--- src/include/wdrnm_consts.svh ---
// named offsets, field positions, reset values and timing counts for the watchdog
`ifndef WDRNM_CONSTS_SVH
`define WDRNM_CONSTS_SVH

// register indexes; byte address is four times the index
`define WDRNM_IDX_CONTROL     12'h093
`define WDRNM_IDX_RESTART     12'h094
`define WDRNM_IDX_IRQ_STATUS  12'h095
`define WDRNM_IDX_IRQ_MASK    12'h096
`define WDRNM_ADDR_W          12

// control register fields
`define WDRNM_CTL_EN_BIT      7
`define WDRNM_CTL_NMI_BIT     6
`define WDRNM_CTL_FLAG_BIT    5
`define WDRNM_CTL_CLK_HI      4
`define WDRNM_CTL_CLK_LO      3
`define WDRNM_CTL_PER_HI      1
`define WDRNM_CTL_PER_LO      0

// count clock select codes
`define WDRNM_CLK_SYSTEM      2'h0
`define WDRNM_CLK_REALTIME    2'h1

// terminal counts (period minus one) for the four period codes
`define WDRNM_CNT_W           27
`define WDRNM_LAST_P0         27'h7FFFFFF
`define WDRNM_LAST_P1         27'h1FFFFFF
`define WDRNM_LAST_P2         27'h03FFFFF
`define WDRNM_LAST_P3         27'h003FFFF
`define WDRNM_CNT_ZERO        27'h0000000
`define WDRNM_CNT_ONE         27'h0000001

// restart unlock bytes
`define WDRNM_KEY_FIRST       8'hA5
`define WDRNM_KEY_SECOND      8'h5A

// interrupt status and mask bits
`define WDRNM_IRQ_NMI_BIT     0
`define WDRNM_IRQ_TMO_BIT     1
`define WDRNM_IRQ_W           2

// reset values and bus answers
`define WDRNM_BYTE_ZERO       8'h00
`define WDRNM_IRQ_ZERO        2'h0
`define WDRNM_WORD_ZERO       32'h00000000
`define WDRNM_RESP_OKAY       2'h0
`define WDRNM_RESP_SLVERR     2'h2

`endif

--- src/include/wdrnm_pkg.sv ---
// types shared by the watchdog design
package wdrnm_pkg;

	// decoded register selected by a bus address
	typedef enum {
		WDRNM_SEL_CONTROL,
		WDRNM_SEL_RESTART,
		WDRNM_SEL_STATUS,
		WDRNM_SEL_MASK,
		WDRNM_SEL_NONE
	} wdrnm_sel_t;

	// unlock sequence progress
	typedef enum {
		WDRNM_KEY_IDLE,
		WDRNM_KEY_ARMED
	} wdrnm_key_t;

endpackage : wdrnm_pkg

--- src/verilog/wdrnm_top.sv ---
// watchdog timer with reset or nmi response, axi4-lite register slave
//
// Local design decision: the AXI4-Lite interface to the registers.
`timescale 1ns/1ps
`include "wdrnm_consts.svh"

// Notes on behaviour
// - watchdog leaves every reset disabled; counting starts once software sets enable bit 7
// - writing zero to a set enable bit does nothing; only reset clears it
// - period field bits 1:0 select 2^27, 2^25, 2^22 or 2^18 counted cycles
// - clock select bits 4:3: 00 system clock, 01 real-time source, others reserved
// - each time-out sets read-only flag bit 5, for reset and nmi responses alike
// - time-out flag survives a watchdog reset; other resets clear it
// - bit 6 picks the action: 0 resets the cpu, 1 raises nmi
// - reset and nmi outputs change only on a rising clock edge
// - with nmi selected a time-out sets an interrupt-source flag software can poll
// - writing A5h then 5Ah to the restart register reloads the count, counting goes on
// - any delay between the two unlock writes is accepted while no time-out occurs
// - restart register is 8-bit write only; it only feeds the unlock detector
module wdrnm_top
	import wdrnm_pkg::*;
(
	input  wire logic        CLK_SYS,
	input  wire logic        NRST,
	input  wire logic        RST_BY_WATCHDOG,
	input  wire logic        RTC_TICK,
	input  wire logic [31:0] S_AXI_AWADDR,
	input  wire logic        S_AXI_AWVALID,
	output logic             S_AXI_AWREADY,
	input  wire logic [31:0] S_AXI_WDATA,
	input  wire logic [3:0]  S_AXI_WSTRB,
	input  wire logic        S_AXI_WVALID,
	output logic             S_AXI_WREADY,
	output logic [1:0]       S_AXI_BRESP,
	output logic             S_AXI_BVALID,
	input  wire logic        S_AXI_BREADY,
	input  wire logic [31:0] S_AXI_ARADDR,
	input  wire logic        S_AXI_ARVALID,
	output logic             S_AXI_ARREADY,
	output logic [31:0]      S_AXI_RDATA,
	output logic [1:0]       S_AXI_RRESP,
	output logic             S_AXI_RVALID,
	input  wire logic        S_AXI_RREADY,
	output logic             CPU_RESET_REQ,
	output logic             CPU_NMI,
	output logic             IRQ
);

	// decode a byte address into a register; only aligned words within range match
	function automatic wdrnm_sel_t decode_addr(input logic [31:0] addr);
		logic [29:0] idx;
		idx = addr[31:2];
		if (addr[1:0] != 2'h0)
			return WDRNM_SEL_NONE;
		else if (idx == 30'(`WDRNM_IDX_CONTROL))
			return WDRNM_SEL_CONTROL;
		else if (idx == 30'(`WDRNM_IDX_RESTART))
			return WDRNM_SEL_RESTART;
		else if (idx == 30'(`WDRNM_IDX_IRQ_STATUS))
			return WDRNM_SEL_STATUS;
		else if (idx == 30'(`WDRNM_IDX_IRQ_MASK))
			return WDRNM_SEL_MASK;
		else
			return WDRNM_SEL_NONE;
	endfunction

	// last count value of a period code
	function automatic logic [`WDRNM_CNT_W-1:0] last_count(input logic [1:0] code);
		case (code)
			2'h0:    return `WDRNM_LAST_P0;
			2'h1:    return `WDRNM_LAST_P1;
			2'h2:    return `WDRNM_LAST_P2;
			default: return `WDRNM_LAST_P3;
		endcase
	endfunction

	// bus slave state
	logic        awready_ff;
	logic        wready_ff;
	logic        aw_held_ff;
	logic        w_held_ff;
	logic [31:0] awaddr_ff;
	logic [31:0] wdata_ff;
	logic [3:0]  wstrb_ff;
	logic        bvalid_ff;
	logic [1:0]  bresp_ff;
	logic        arready_ff;
	logic        rvalid_ff;
	logic [31:0] rdata_ff;
	logic [1:0]  rresp_ff;

	// watchdog state
	logic                     enable_ff;
	logic                     nmi_sel_ff;
	logic                     flag_ff;
	logic [1:0]               clk_sel_ff;
	logic [1:0]               period_ff;
	logic [`WDRNM_CNT_W-1:0]  count_ff;
	logic [`WDRNM_CNT_W-1:0]  nxt_count;
	wdrnm_key_t               key_ff;
	logic                     cpu_reset_ff;
	logic                     cpu_nmi_ff;
	logic [`WDRNM_IRQ_W-1:0]  irq_status_ff;
	logic [`WDRNM_IRQ_W-1:0]  irq_mask_ff;
	logic                     irq_ff;

	// combinational helpers
	logic       aw_take;
	logic       w_take;
	logic       ar_take;
	logic       wr_fire;
	logic       byte_ok;
	logic [7:0] wr_byte;
	wdrnm_sel_t wr_sel;
	wdrnm_sel_t rd_sel;
	logic       tick;
	logic       timeout;
	logic       key_done;
	logic       ctl_wr;
	logic       key_wr;
	logic       stat_wr;
	logic       mask_wr;

	assign aw_take = S_AXI_AWVALID & awready_ff;
	assign w_take  = S_AXI_WVALID & wready_ff;
	assign ar_take = S_AXI_ARVALID & arready_ff;
	// write happens one edge after both halves are held and no response waits
	assign wr_fire = aw_held_ff & w_held_ff & ~bvalid_ff;
	assign wr_sel  = decode_addr(awaddr_ff);
	assign rd_sel  = decode_addr(S_AXI_ARADDR);
	assign byte_ok = wstrb_ff[0];
	assign wr_byte = wdata_ff[7:0];
	assign ctl_wr  = wr_fire & byte_ok & (wr_sel == WDRNM_SEL_CONTROL);
	assign key_wr  = wr_fire & byte_ok & (wr_sel == WDRNM_SEL_RESTART);
	assign stat_wr = wr_fire & byte_ok & (wr_sel == WDRNM_SEL_STATUS);
	assign mask_wr = wr_fire & byte_ok & (wr_sel == WDRNM_SEL_MASK);

	// write address and data channels, taken in either order
	always_ff @(posedge CLK_SYS) begin
		if (!NRST) begin
			awready_ff <= 1'b1;
			wready_ff  <= 1'b1;
			aw_held_ff <= 1'b0;
			w_held_ff  <= 1'b0;
			awaddr_ff  <= `WDRNM_WORD_ZERO;
			wdata_ff   <= `WDRNM_WORD_ZERO;
			wstrb_ff   <= 4'h0;
		end else begin
			if (aw_take) begin
				awaddr_ff  <= S_AXI_AWADDR;
				aw_held_ff <= 1'b1;
				awready_ff <= 1'b0;
			end
			if (w_take) begin
				wdata_ff  <= S_AXI_WDATA;
				wstrb_ff  <= S_AXI_WSTRB;
				w_held_ff <= 1'b1;
				wready_ff <= 1'b0;
			end
			// channels reopen only once the response is taken: one write at a time
			if (bvalid_ff && S_AXI_BREADY) begin
				aw_held_ff <= 1'b0;
				w_held_ff  <= 1'b0;
				awready_ff <= 1'b1;
				wready_ff  <= 1'b1;
			end
		end
	end

	// write response; unmapped address answers slverr, a missing low byte lane answers okay and writes nothing
	always_ff @(posedge CLK_SYS) begin
		if (!NRST) begin
			bvalid_ff <= 1'b0;
			bresp_ff  <= `WDRNM_RESP_OKAY;
		end else if (wr_fire) begin
			bvalid_ff <= 1'b1;
			bresp_ff  <= (wr_sel == WDRNM_SEL_NONE) ? `WDRNM_RESP_SLVERR : `WDRNM_RESP_OKAY;
		end else if (bvalid_ff && S_AXI_BREADY) begin
			bvalid_ff <= 1'b0;
		end
	end

	// read channel; data sampled at the address edge, restart key reads zero
	always_ff @(posedge CLK_SYS) begin
		if (!NRST) begin
			arready_ff <= 1'b1;
			rvalid_ff  <= 1'b0;
			rdata_ff   <= `WDRNM_WORD_ZERO;
			rresp_ff   <= `WDRNM_RESP_OKAY;
		end else if (ar_take) begin
			arready_ff <= 1'b0;
			rvalid_ff  <= 1'b1;
			rresp_ff   <= `WDRNM_RESP_OKAY;
			rdata_ff   <= `WDRNM_WORD_ZERO;
			case (rd_sel)
				WDRNM_SEL_CONTROL: begin
					rdata_ff[`WDRNM_CTL_EN_BIT]                     <= enable_ff;
					rdata_ff[`WDRNM_CTL_NMI_BIT]                    <= nmi_sel_ff;
					rdata_ff[`WDRNM_CTL_FLAG_BIT]                   <= flag_ff;
					rdata_ff[`WDRNM_CTL_CLK_HI:`WDRNM_CTL_CLK_LO]   <= clk_sel_ff;
					rdata_ff[`WDRNM_CTL_PER_HI:`WDRNM_CTL_PER_LO]   <= period_ff;
				end
				WDRNM_SEL_RESTART: rdata_ff <= `WDRNM_WORD_ZERO; // write only
				WDRNM_SEL_STATUS:  rdata_ff[`WDRNM_IRQ_W-1:0] <= irq_status_ff;
				WDRNM_SEL_MASK:    rdata_ff[`WDRNM_IRQ_W-1:0] <= irq_mask_ff;
				default:           rresp_ff <= `WDRNM_RESP_SLVERR;
			endcase
		end else if (rvalid_ff && S_AXI_RREADY) begin
			rvalid_ff  <= 1'b0;
			arready_ff <= 1'b1;
		end
	end

	// control fields; enable is sticky so a zero write cannot stop a running watchdog
	always_ff @(posedge CLK_SYS) begin
		if (!NRST) begin
			enable_ff  <= 1'b0;
			nmi_sel_ff <= 1'b0; // reset response by default
			clk_sel_ff <= `WDRNM_CLK_SYSTEM;
			period_ff  <= 2'h0;
		end else if (ctl_wr) begin
			enable_ff  <= enable_ff | wr_byte[`WDRNM_CTL_EN_BIT];
			nmi_sel_ff <= wr_byte[`WDRNM_CTL_NMI_BIT];
			clk_sel_ff <= wr_byte[`WDRNM_CTL_CLK_HI:`WDRNM_CTL_CLK_LO];
			period_ff  <= wr_byte[`WDRNM_CTL_PER_HI:`WDRNM_CTL_PER_LO];
		end
	end

	// count source: every system clock, one real-time pulse, or nothing when reserved
	always_comb begin
		case (clk_sel_ff)
			`WDRNM_CLK_SYSTEM:   tick = 1'b1;
			`WDRNM_CLK_REALTIME: tick = RTC_TICK;
			default:             tick = 1'b0;
		endcase
	end

	assign timeout  = enable_ff & tick & (count_ff == last_count(period_ff));
	// unlock completes on a second byte of 5Ah while armed
	assign key_done = key_wr & (key_ff == WDRNM_KEY_ARMED) & (wr_byte == `WDRNM_KEY_SECOND);

	// counter next value; restart wins over an ordinary tick
	always_comb begin
		nxt_count = count_ff;
		if (!enable_ff)
			nxt_count = `WDRNM_CNT_ZERO; // start from zero on enable
		else if (key_done || timeout)
			nxt_count = `WDRNM_CNT_ZERO; // reload and keep counting
		else if (tick)
			nxt_count = count_ff + `WDRNM_CNT_ONE;
	end

	// supervision counter
	always_ff @(posedge CLK_SYS) begin
		if (!NRST)
			count_ff <= `WDRNM_CNT_ZERO;
		else
			count_ff <= nxt_count;
	end

	// unlock detector; the armed state waits forever, only a time-out, the closing 5Ah or a bad byte drops it
	always_ff @(posedge CLK_SYS) begin
		if (!NRST) begin
			key_ff <= WDRNM_KEY_IDLE;
		end else if (timeout) begin
			key_ff <= WDRNM_KEY_IDLE; // sequence must finish before a time-out
		end else if (key_wr) begin
			case (key_ff)
				WDRNM_KEY_IDLE: key_ff <= (wr_byte == `WDRNM_KEY_FIRST) ?
					WDRNM_KEY_ARMED : WDRNM_KEY_IDLE;
				WDRNM_KEY_ARMED: begin
					// a repeated A5h keeps it armed, any other byte, 5Ah included, drops it
					if (wr_byte == `WDRNM_KEY_FIRST)
						key_ff <= WDRNM_KEY_ARMED;
					else
						key_ff <= WDRNM_KEY_IDLE;
				end
				default: key_ff <= WDRNM_KEY_IDLE;
			endcase
		end
	end

	// time-out flag: kept through a watchdog reset, cleared by any other reset
	always_ff @(posedge CLK_SYS) begin
		if (!NRST)
			flag_ff <= flag_ff & RST_BY_WATCHDOG;
		else if (timeout)
			flag_ff <= 1'b1;
	end

	// reset request holds until the chip reset arrives; registered so edges are clocked
	always_ff @(posedge CLK_SYS) begin
		if (!NRST)
			cpu_reset_ff <= 1'b0;
		else if (timeout && !nmi_sel_ff)
			cpu_reset_ff <= 1'b1;
	end

	// nmi is a one-cycle pulse per time-out
	always_ff @(posedge CLK_SYS) begin
		if (!NRST)
			cpu_nmi_ff <= 1'b0;
		else
			cpu_nmi_ff <= timeout & nmi_sel_ff;
	end

	// sticky status: set beats a same-cycle write-one clear
	always_ff @(posedge CLK_SYS) begin
		if (!NRST) begin
			irq_status_ff <= `WDRNM_IRQ_ZERO;
		end else begin
			for (int i = 0; i < `WDRNM_IRQ_W; i++) begin
				if (stat_wr && wr_byte[i])
					irq_status_ff[i] <= 1'b0;
			end
			if (timeout && nmi_sel_ff)
				irq_status_ff[`WDRNM_IRQ_NMI_BIT] <= 1'b1;
			if (timeout)
				irq_status_ff[`WDRNM_IRQ_TMO_BIT] <= 1'b1;
		end
	end

	// interrupt mask
	always_ff @(posedge CLK_SYS) begin
		if (!NRST)
			irq_mask_ff <= `WDRNM_IRQ_ZERO;
		else if (mask_wr)
			irq_mask_ff <= wr_byte[`WDRNM_IRQ_W-1:0];
	end

	// interrupt output, one cycle behind the status it reflects
	always_ff @(posedge CLK_SYS) begin
		if (!NRST)
			irq_ff <= 1'b0;
		else
			irq_ff <= |(irq_status_ff & irq_mask_ff);
	end

	assign S_AXI_AWREADY = awready_ff;
	assign S_AXI_WREADY  = wready_ff;
	assign S_AXI_BVALID  = bvalid_ff;
	assign S_AXI_BRESP   = bresp_ff;
	assign S_AXI_ARREADY = arready_ff;
	assign S_AXI_RVALID  = rvalid_ff;
	assign S_AXI_RDATA   = rdata_ff;
	assign S_AXI_RRESP   = rresp_ff;
	assign CPU_RESET_REQ = cpu_reset_ff;
	assign CPU_NMI       = cpu_nmi_ff;
	assign IRQ           = irq_ff;

endmodule // wdrnm_top

--- config.mk ---
export PLATFORM = sky130hd
export DESIGN_NAME = wdrnm_top
export DESIGN_NICKNAME = d
export VERILOG_FILES = /design/src/include/wdrnm_pkg.sv /design/src/verilog/wdrnm_top.sv
export VERILOG_INCLUDE_DIRS = /design/src /design/src/include
export SDC_FILE = /design/constraint.sdc
export NUM_CORES = 1
export LEC_CHECK = 0
export ABC_AREA = 1
export ABC_CLOCK_PERIOD_IN_PS = 2300
export BUFFER_PORTS_ARGS = -buffer_cell sky130_fd_sc_hd__buf_2
export CAP_MARGIN = 20
export CORE_MARGIN = 5
export CORE_UTILIZATION = 40
export DETAILED_ROUTE_END_ITERATION = 8
export HOLD_SLACK_MARGIN = 0.02
export SLEW_MARGIN = 10
export SYNTH_ARGS = -nofsm -noshare
export SYNTH_HDL_FRONTEND = slang
export SYNTH_SLANG_ARGS = --single-unit
--- constraint.sdc ---
create_clock -name CLK_SYS -period 2.3 [get_ports CLK_SYS]
set_clock_uncertainty 0.1 [all_clocks]
set_input_delay 0.115 -clock CLK_SYS [delete_from_list [all_inputs] [get_ports CLK_SYS]]
set_output_delay 0.115 -clock CLK_SYS [all_outputs]
set_load 0.1 [all_outputs]
=== After elaboration in Yosys (flattened, before gate mapping) ===
Index checks and enable logic that the tools add are counted.

* Reductions and logical operators: 25
* Add/subtract/negate cells: 1
* Muxes and demuxes: 30
* Bitwise operators: 21
* Equal/unequal tests: 24

{| class="wikitable"
|+ Operators with widths
! cell !! count
|-
| $eq A30 B8 Y1 const B || 8
|-
| $eq A32 B2 Y1 const B || 4
|-
| $logic_not A32 Y1 || 3
|-
| $pmux W27 S3 || 1
|-
| $eq A32 B1 Y1 const B || 2
|-
| $eq A32 B3 Y1 const B || 2
|-
| $eq A32 B4 Y1 const B || 1
|-
| $mux W3 || 10
|-
| $add A27 B1 Y27 const B || 1
|-
| $eq A27 B27 Y1 || 1
|-
| $and A1 B1 Y1 || 16
|-
| $mux W1 || 14
|-
| $reduce_bool A2 Y1 || 6
|-
| $eq A8 B7 Y1 const B || 1
|-
| $eq A8 B8 Y1 const B || 1
|-
| $reduce_or A2 Y1 || 4
|-
| $logic_and A1 B1 Y1 || 6
|-
| $pmux W2 S3 || 1
|-
| $mux W5 || 1
|-
| $eq A2 B1 Y1 const B || 2
|-
| $logic_not A2 Y1 || 2
|-
| $mux W2 || 2
|-
| $reduce_or A4 Y1 || 1
|-
| $not A1 Y1 || 3
|-
| 8 further kinds || 8
|}

* Output and inout bits: 44
* Bits of input ports: 109
* Flip-flop bits (word level): 132

=== Logic depth before layout (Yosys ltp) ===
* Depth after elaboration: 12
* Depth in mapped cells: 13

=== Least setup slack after synthesis ===
OpenSTA, ideal clock, no wires.

* Kind: register -> register
* From: reg arready_ff (netlist: S_AXI_ARREADY)
* To: reg rdata_ff[5] (netlist: S_AXI_RDATA[5])
* Buffers on the path: 0
* Setup slack: 0.222 ns
* Required time: 2.130 ns
* Data arrival time: 1.908 ns
* Clock period less this slack: 2.078 ns
* Library setup time: 0.070 ns
* Cell stages (with the launch flop): 9
* Cell sequence: dfxtp_1 -> nand2_1 -> inv_1 -> nand2_1 -> inv_1 -> nand2_1 -> inv_1 -> nand2_1 -> a21oi_1

* Word-level cells in the longest chain between the ends: 1

{| class="wikitable"
|+ Ends and longest elaborated chain
! item !! RTL line !! text
|-
| start: declaration || wdrnm_top.sv:87 || <nowiki>logic arready_ff;</nowiki>
|-
| start signal: assignment || wdrnm_top.sv:186 || <nowiki>arready_ff <= 1'b1;</nowiki>
|-
| start signal: assignment || wdrnm_top.sv:191 || <nowiki>arready_ff <= 1'b0;</nowiki>
|-
| start signal: assignment || wdrnm_top.sv:210 || <nowiki>arready_ff <= 1'b1;</nowiki>
|-
| $and A1 B1 Y1 || wdrnm_top.sv:126 || <nowiki>assign ar_take = S_AXI_ARVALID & arready_ff;</nowiki>
|-
| end signal: assignment || wdrnm_top.sv:188 || <nowiki>rdata_ff <= `WDRNM_WORD_ZERO;</nowiki>
|-
| end signal: assignment || wdrnm_top.sv:194 || <nowiki>rdata_ff <= `WDRNM_WORD_ZERO;</nowiki>
|-
| end signal: indexed assignment || wdrnm_top.sv:197 || <nowiki>rdata_ff[`WDRNM_CTL_EN_BIT] <= enable_ff;</nowiki>
|-
| end: declaration || wdrnm_top.sv:89 || <nowiki>logic [31:0] rdata_ff;</nowiki>
|}

Every way passes these cells.
A chain may end at the register's enable or synchronous reset.

=== Worst setup path in the final report ===
* From: reg period_ff[1]
* To: reg count_ff[6]

* Word-level cells in the longest chain between the ends: 6

{| class="wikitable"
|+ Ends and longest elaborated chain
! item !! RTL line !! text
|-
| start: declaration || wdrnm_top.sv:97 || <nowiki>logic [1:0] period_ff;</nowiki>
|-
| start signal: assignment || wdrnm_top.sv:225 || <nowiki>period_ff <= wr_byte[`WDRNM_CTL_PER_HI:`WDRNM_CTL_PER_LO];</nowiki>
|-
| $eq A2 B2 Y1 (tied with other cells) || wdrnm_top.sv:69 || <nowiki>case (code)</nowiki>
|-
| $pmux W27 S3 (*) || wdrnm_top.sv:69 ||
|-
| $eq A27 B27 Y1 (*) || wdrnm_top.sv:238 || <nowiki>assign timeout = enable_ff & tick & (count_ff == last_count(period_ff));</nowiki>
|-
| $and A1 B1 Y1 (*) || wdrnm_top.sv:238 ||
|-
| $logic_or A1 B1 Y1 (*) || wdrnm_top.sv:247 || <nowiki>else if (key_done || timeout)</nowiki>
|-
| $reduce_or A3 Y1 (no line) (*) || -- ||
|-
| end signal: assignment || wdrnm_top.sv:256 || <nowiki>count_ff <= `WDRNM_CNT_ZERO;</nowiki>
|-
| end signal: assignment || wdrnm_top.sv:258 || <nowiki>count_ff <= nxt_count;</nowiki>
|-
| end: declaration || wdrnm_top.sv:98 || <nowiki>logic [`WDRNM_CNT_W-1:0] count_ff;</nowiki>
|}

Mark *: on every way between the ends. The rest lies on a longest branch, timed or not.

==> results.json <==
{
  "slew-limit-headroom_pct": 65.5,
  "peakVddDrop_mv": 0.463,
  "placed_cell_area_mm2": 0.00567,
  "firstDrtPassIters": 4,
  "hold_class": "primary input to flip-flop",
  "root_buffer": "clkbuf_16",
  "yosysWarningCount": 0,
  "grt_max_degree": 40,
  "clock_sinks": 99,
  "cp_max_fo": 27,
  "ioPinCount": 153,
  "cts-htree-levels": 3,
  "syn-cell-area_mm2": 0.00513,
  "gr-usage-all-layers_pct": 16.2,
  "clk_path_buf_depth": 2,
  "end_kind": "flip-flop",
  "ctsResizeCount": 0,
  "yosysUniqueCellTypes": 41,
  "crit_arrival_ps": 2100,
  "ys_ff_latch": 99,
  "synthArstFlopShare_pct": 0,
  "fmax_mhz": 505,
  "hold_viol_final": 0,
  "ys.flop_type": "dfxtp_1",
  "initial_core_util_pct": 40.7,
  "wl_per_cell_um": 11.3,
  "fin_tns_setup_ps": 0,
  "powerDensity_mw_per_mm2": 645,
  "worstSetupStartpointType": "flip-flop",
  "die_w_um": 123,
  "via_per_inst": 4.52,
  "cp.required_ps": 2420,
  "drv_cap": 0,
  "postRouteAntennaNets": 0,
  "syn_area_per_cell_um2": 6.92,
  "num_rows": 41,
  "final_area_mm2": 0.00646,
  "clkSlewWorstSetupHoldPaths_ps": 60,
  "clk_latency_ps": 350,
  "n_antenna_cell": 0,
  "final_nets": 991,
  "status": "completed",
  "coreArea_mm2": 0.0126,
  "die_h_um": 123,
  "io_buffers": 98,
  "rsz0062_at_grt": "no",
  "grt_pass1_vias": 4363,
  "finalCriticalPeriod_ps": 1980,
  "fillerInstances": 1284,
  "drc_errors": 0,
  "cts_tree": "built",
  "syn_to_final_growth_pct": 25.9,
  "worstMarginPinSlew_ps": 518,
  "gp_congestion": 0.770,
  "criticalPathCategory": "flip-flop to flip-flop",
  "synth_edf_count": 1,
  "cts_made_buffers": 9,
  "leakage_nw": 2.86,
  "drive_gt1_share_pct": 17.7,
  "drt-total-wl_um": 12000,
  "gr-total-overflow": 0,
  "drtIter0Drc": 180,
  "post-route-period-util_pct": 86.0,
  "finalSetupViolations": 0,
  "ys_seq_area_share_pct": 38.8,
  "antenna_found_initial": 0,
  "dp_hpwl_um": 8750,
  "grt_pass1_wl_um": 19800,
  "dieArea_mm2": 0.0152,
  "via_count": 4783,
  "synthesis.instances": 742,
  "slew_viol_final": 0
}
-- layer usage --
layer / vias up / share of wire, % / global-route usage, %
met4: 0 / 0.97 / 3.94
li1: 2581 / - / -
met2: 113 / 43 / 25.9
met3: 8 / 6.7 / 4.89
met5: - / 0 / 0
met1: 2081 / 49 / 21.4
-- power breakdown --
group	internal, mW	total, mW	switching [mW]
Combinational	0.187	0.657	0.470
Clock	1.02	1.67	0.643
Sequential	1.79	1.84	0.0486
-- area by class of cell --
| cell class | count | area (µm²) | share of cell area [%] |
|---|---|---|---|
| timing repair buffer | 149 | 986 | 15.3 |
| clock buffer | 11 | 254 | 3.93 |
| multi-input combinational | 549 | 2660 | 41.1 |
| clock inverter | 5 | 82.6 | 1.28 |
| sequential | 99 | 1990 | 30.8 |
| inverter | 73 | 274 | 4.24 |
| tap | 172 | 215 | 3.33 |
-- state kept, by name, summed over array words and instances, names as in the netlist, 2 cells and up --
signal and cells:
irq_status_ff 2, S_AXI_RDATA 7, irq_mask_ff 2, period_ff 2, wdata_ff 8, clk_sel_ff 2
awaddr_ff 32, count_ff 27
-- path summary, 6_finish.rpt --
path	start	to	slack (ps)	cells past startpoint
setup / recovery	period_ff[1]$_SDFFE_PN0P_	count_ff[6]$_SDFFE_PP0P_	320	8
hold / removal	S_AXI_ARADDR[5]	S_AXI_RDATA[6]$_SDFFE_PN0P_	150	6
setup reg to reg	period_ff[1]$_SDFFE_PN0P_	count_ff[6]$_SDFFE_PP0P_	320	8
hold reg to reg	CPU_RESET_REQ$_SDFFE_PN0P_	CPU_RESET_REQ$_SDFFE_PN0P_	350	2
-- synthesized netlist by cell type (2+ instances only) --
cell type,count,area share [%]
a21oi_1,33,3.2
buf_1,2,0.15
buf_4,28,4.1
buf_6,2,0.44
clkbuf_1,14,1.0
dfxtp_1,98,38
inv_1,70,5.1
inv_2,3,0.22
nand2_1,127,9.3
nand2_2,3,0.37
nand2_4,2,0.44
nand3_1,28,2.7
nand3_4,2,0.68
nand4_1,21,2.6
nor2_1,170,12
nor2_2,17,2.1
nor2_4,2,0.44
nor3_1,12,1.2
nor3_2,2,0.39
nor4_1,4,0.49
nor4_2,3,0.73
o21ai_0,49,4.8
xnor2_1,7,1.2
xor2_1,26,4.4
-- cells in the final DEF, fill, tap and decap left out, drive strengths merged, types with 7 or more instances in the layout --
master       Yosys  routed
xnor2            7       7
conb             1      27
xor2            26      26
nand2          132     132
nor2           189     189
dlygate4sd3      0      45
clkbuf          14      11
nand3           31      31
nor4             7       7
nor3            14      14
a21oi           33      33
dfxtp           98      98
nand4           22      22
buf             33     104
inv             73      74
o21ai           51      51
-- timing repair --
item / in CTS / in global routing
hold buffers: 45 / 0
buffers inserted: 0 / 0
endpoints found under the hold margin: 46 / 0
-- worst max-delay path, stage by stage, from the launching register on --
cell and delay, ps:
dfxtp_1 500, nand2_4 130, xor2_1 160, nor2_1 100, nand3_1 80, nor2_1 140, nand4_2 170, nand3_4 370
nor2_1 80
-- stage by stage --
stage	hold WS, ps	instances	power (mW)	util [%]	setup slack, ps
after global placement	266	997	2.47	45.0	337
after detailed placement	276	997	2.48	45.0	298
after global routing	173	1058	4.36	51.2	132
final	145	1058	4.16	51.2	321
after floorplan	166	768	2.37	-	222
after CTS	128	1058	4.22	51.2	288
-- cell families after synthesis --
kind of cell             Yosys count  synth area share, %
buffers and inverters            120                 11.3
multiplexers                       1                0.195
other                              1               0.0730
AND/OR/NAND/NOR                  400                 35.0
flip-flops                        99                 38.8
adder cells (fa/ha/maj)            1                0.244
XOR/XNOR                          33                 5.63
AO/OA/AOI/OAI                     87                 8.77
No activity file was read; power rests on OpenSTA's default activity.
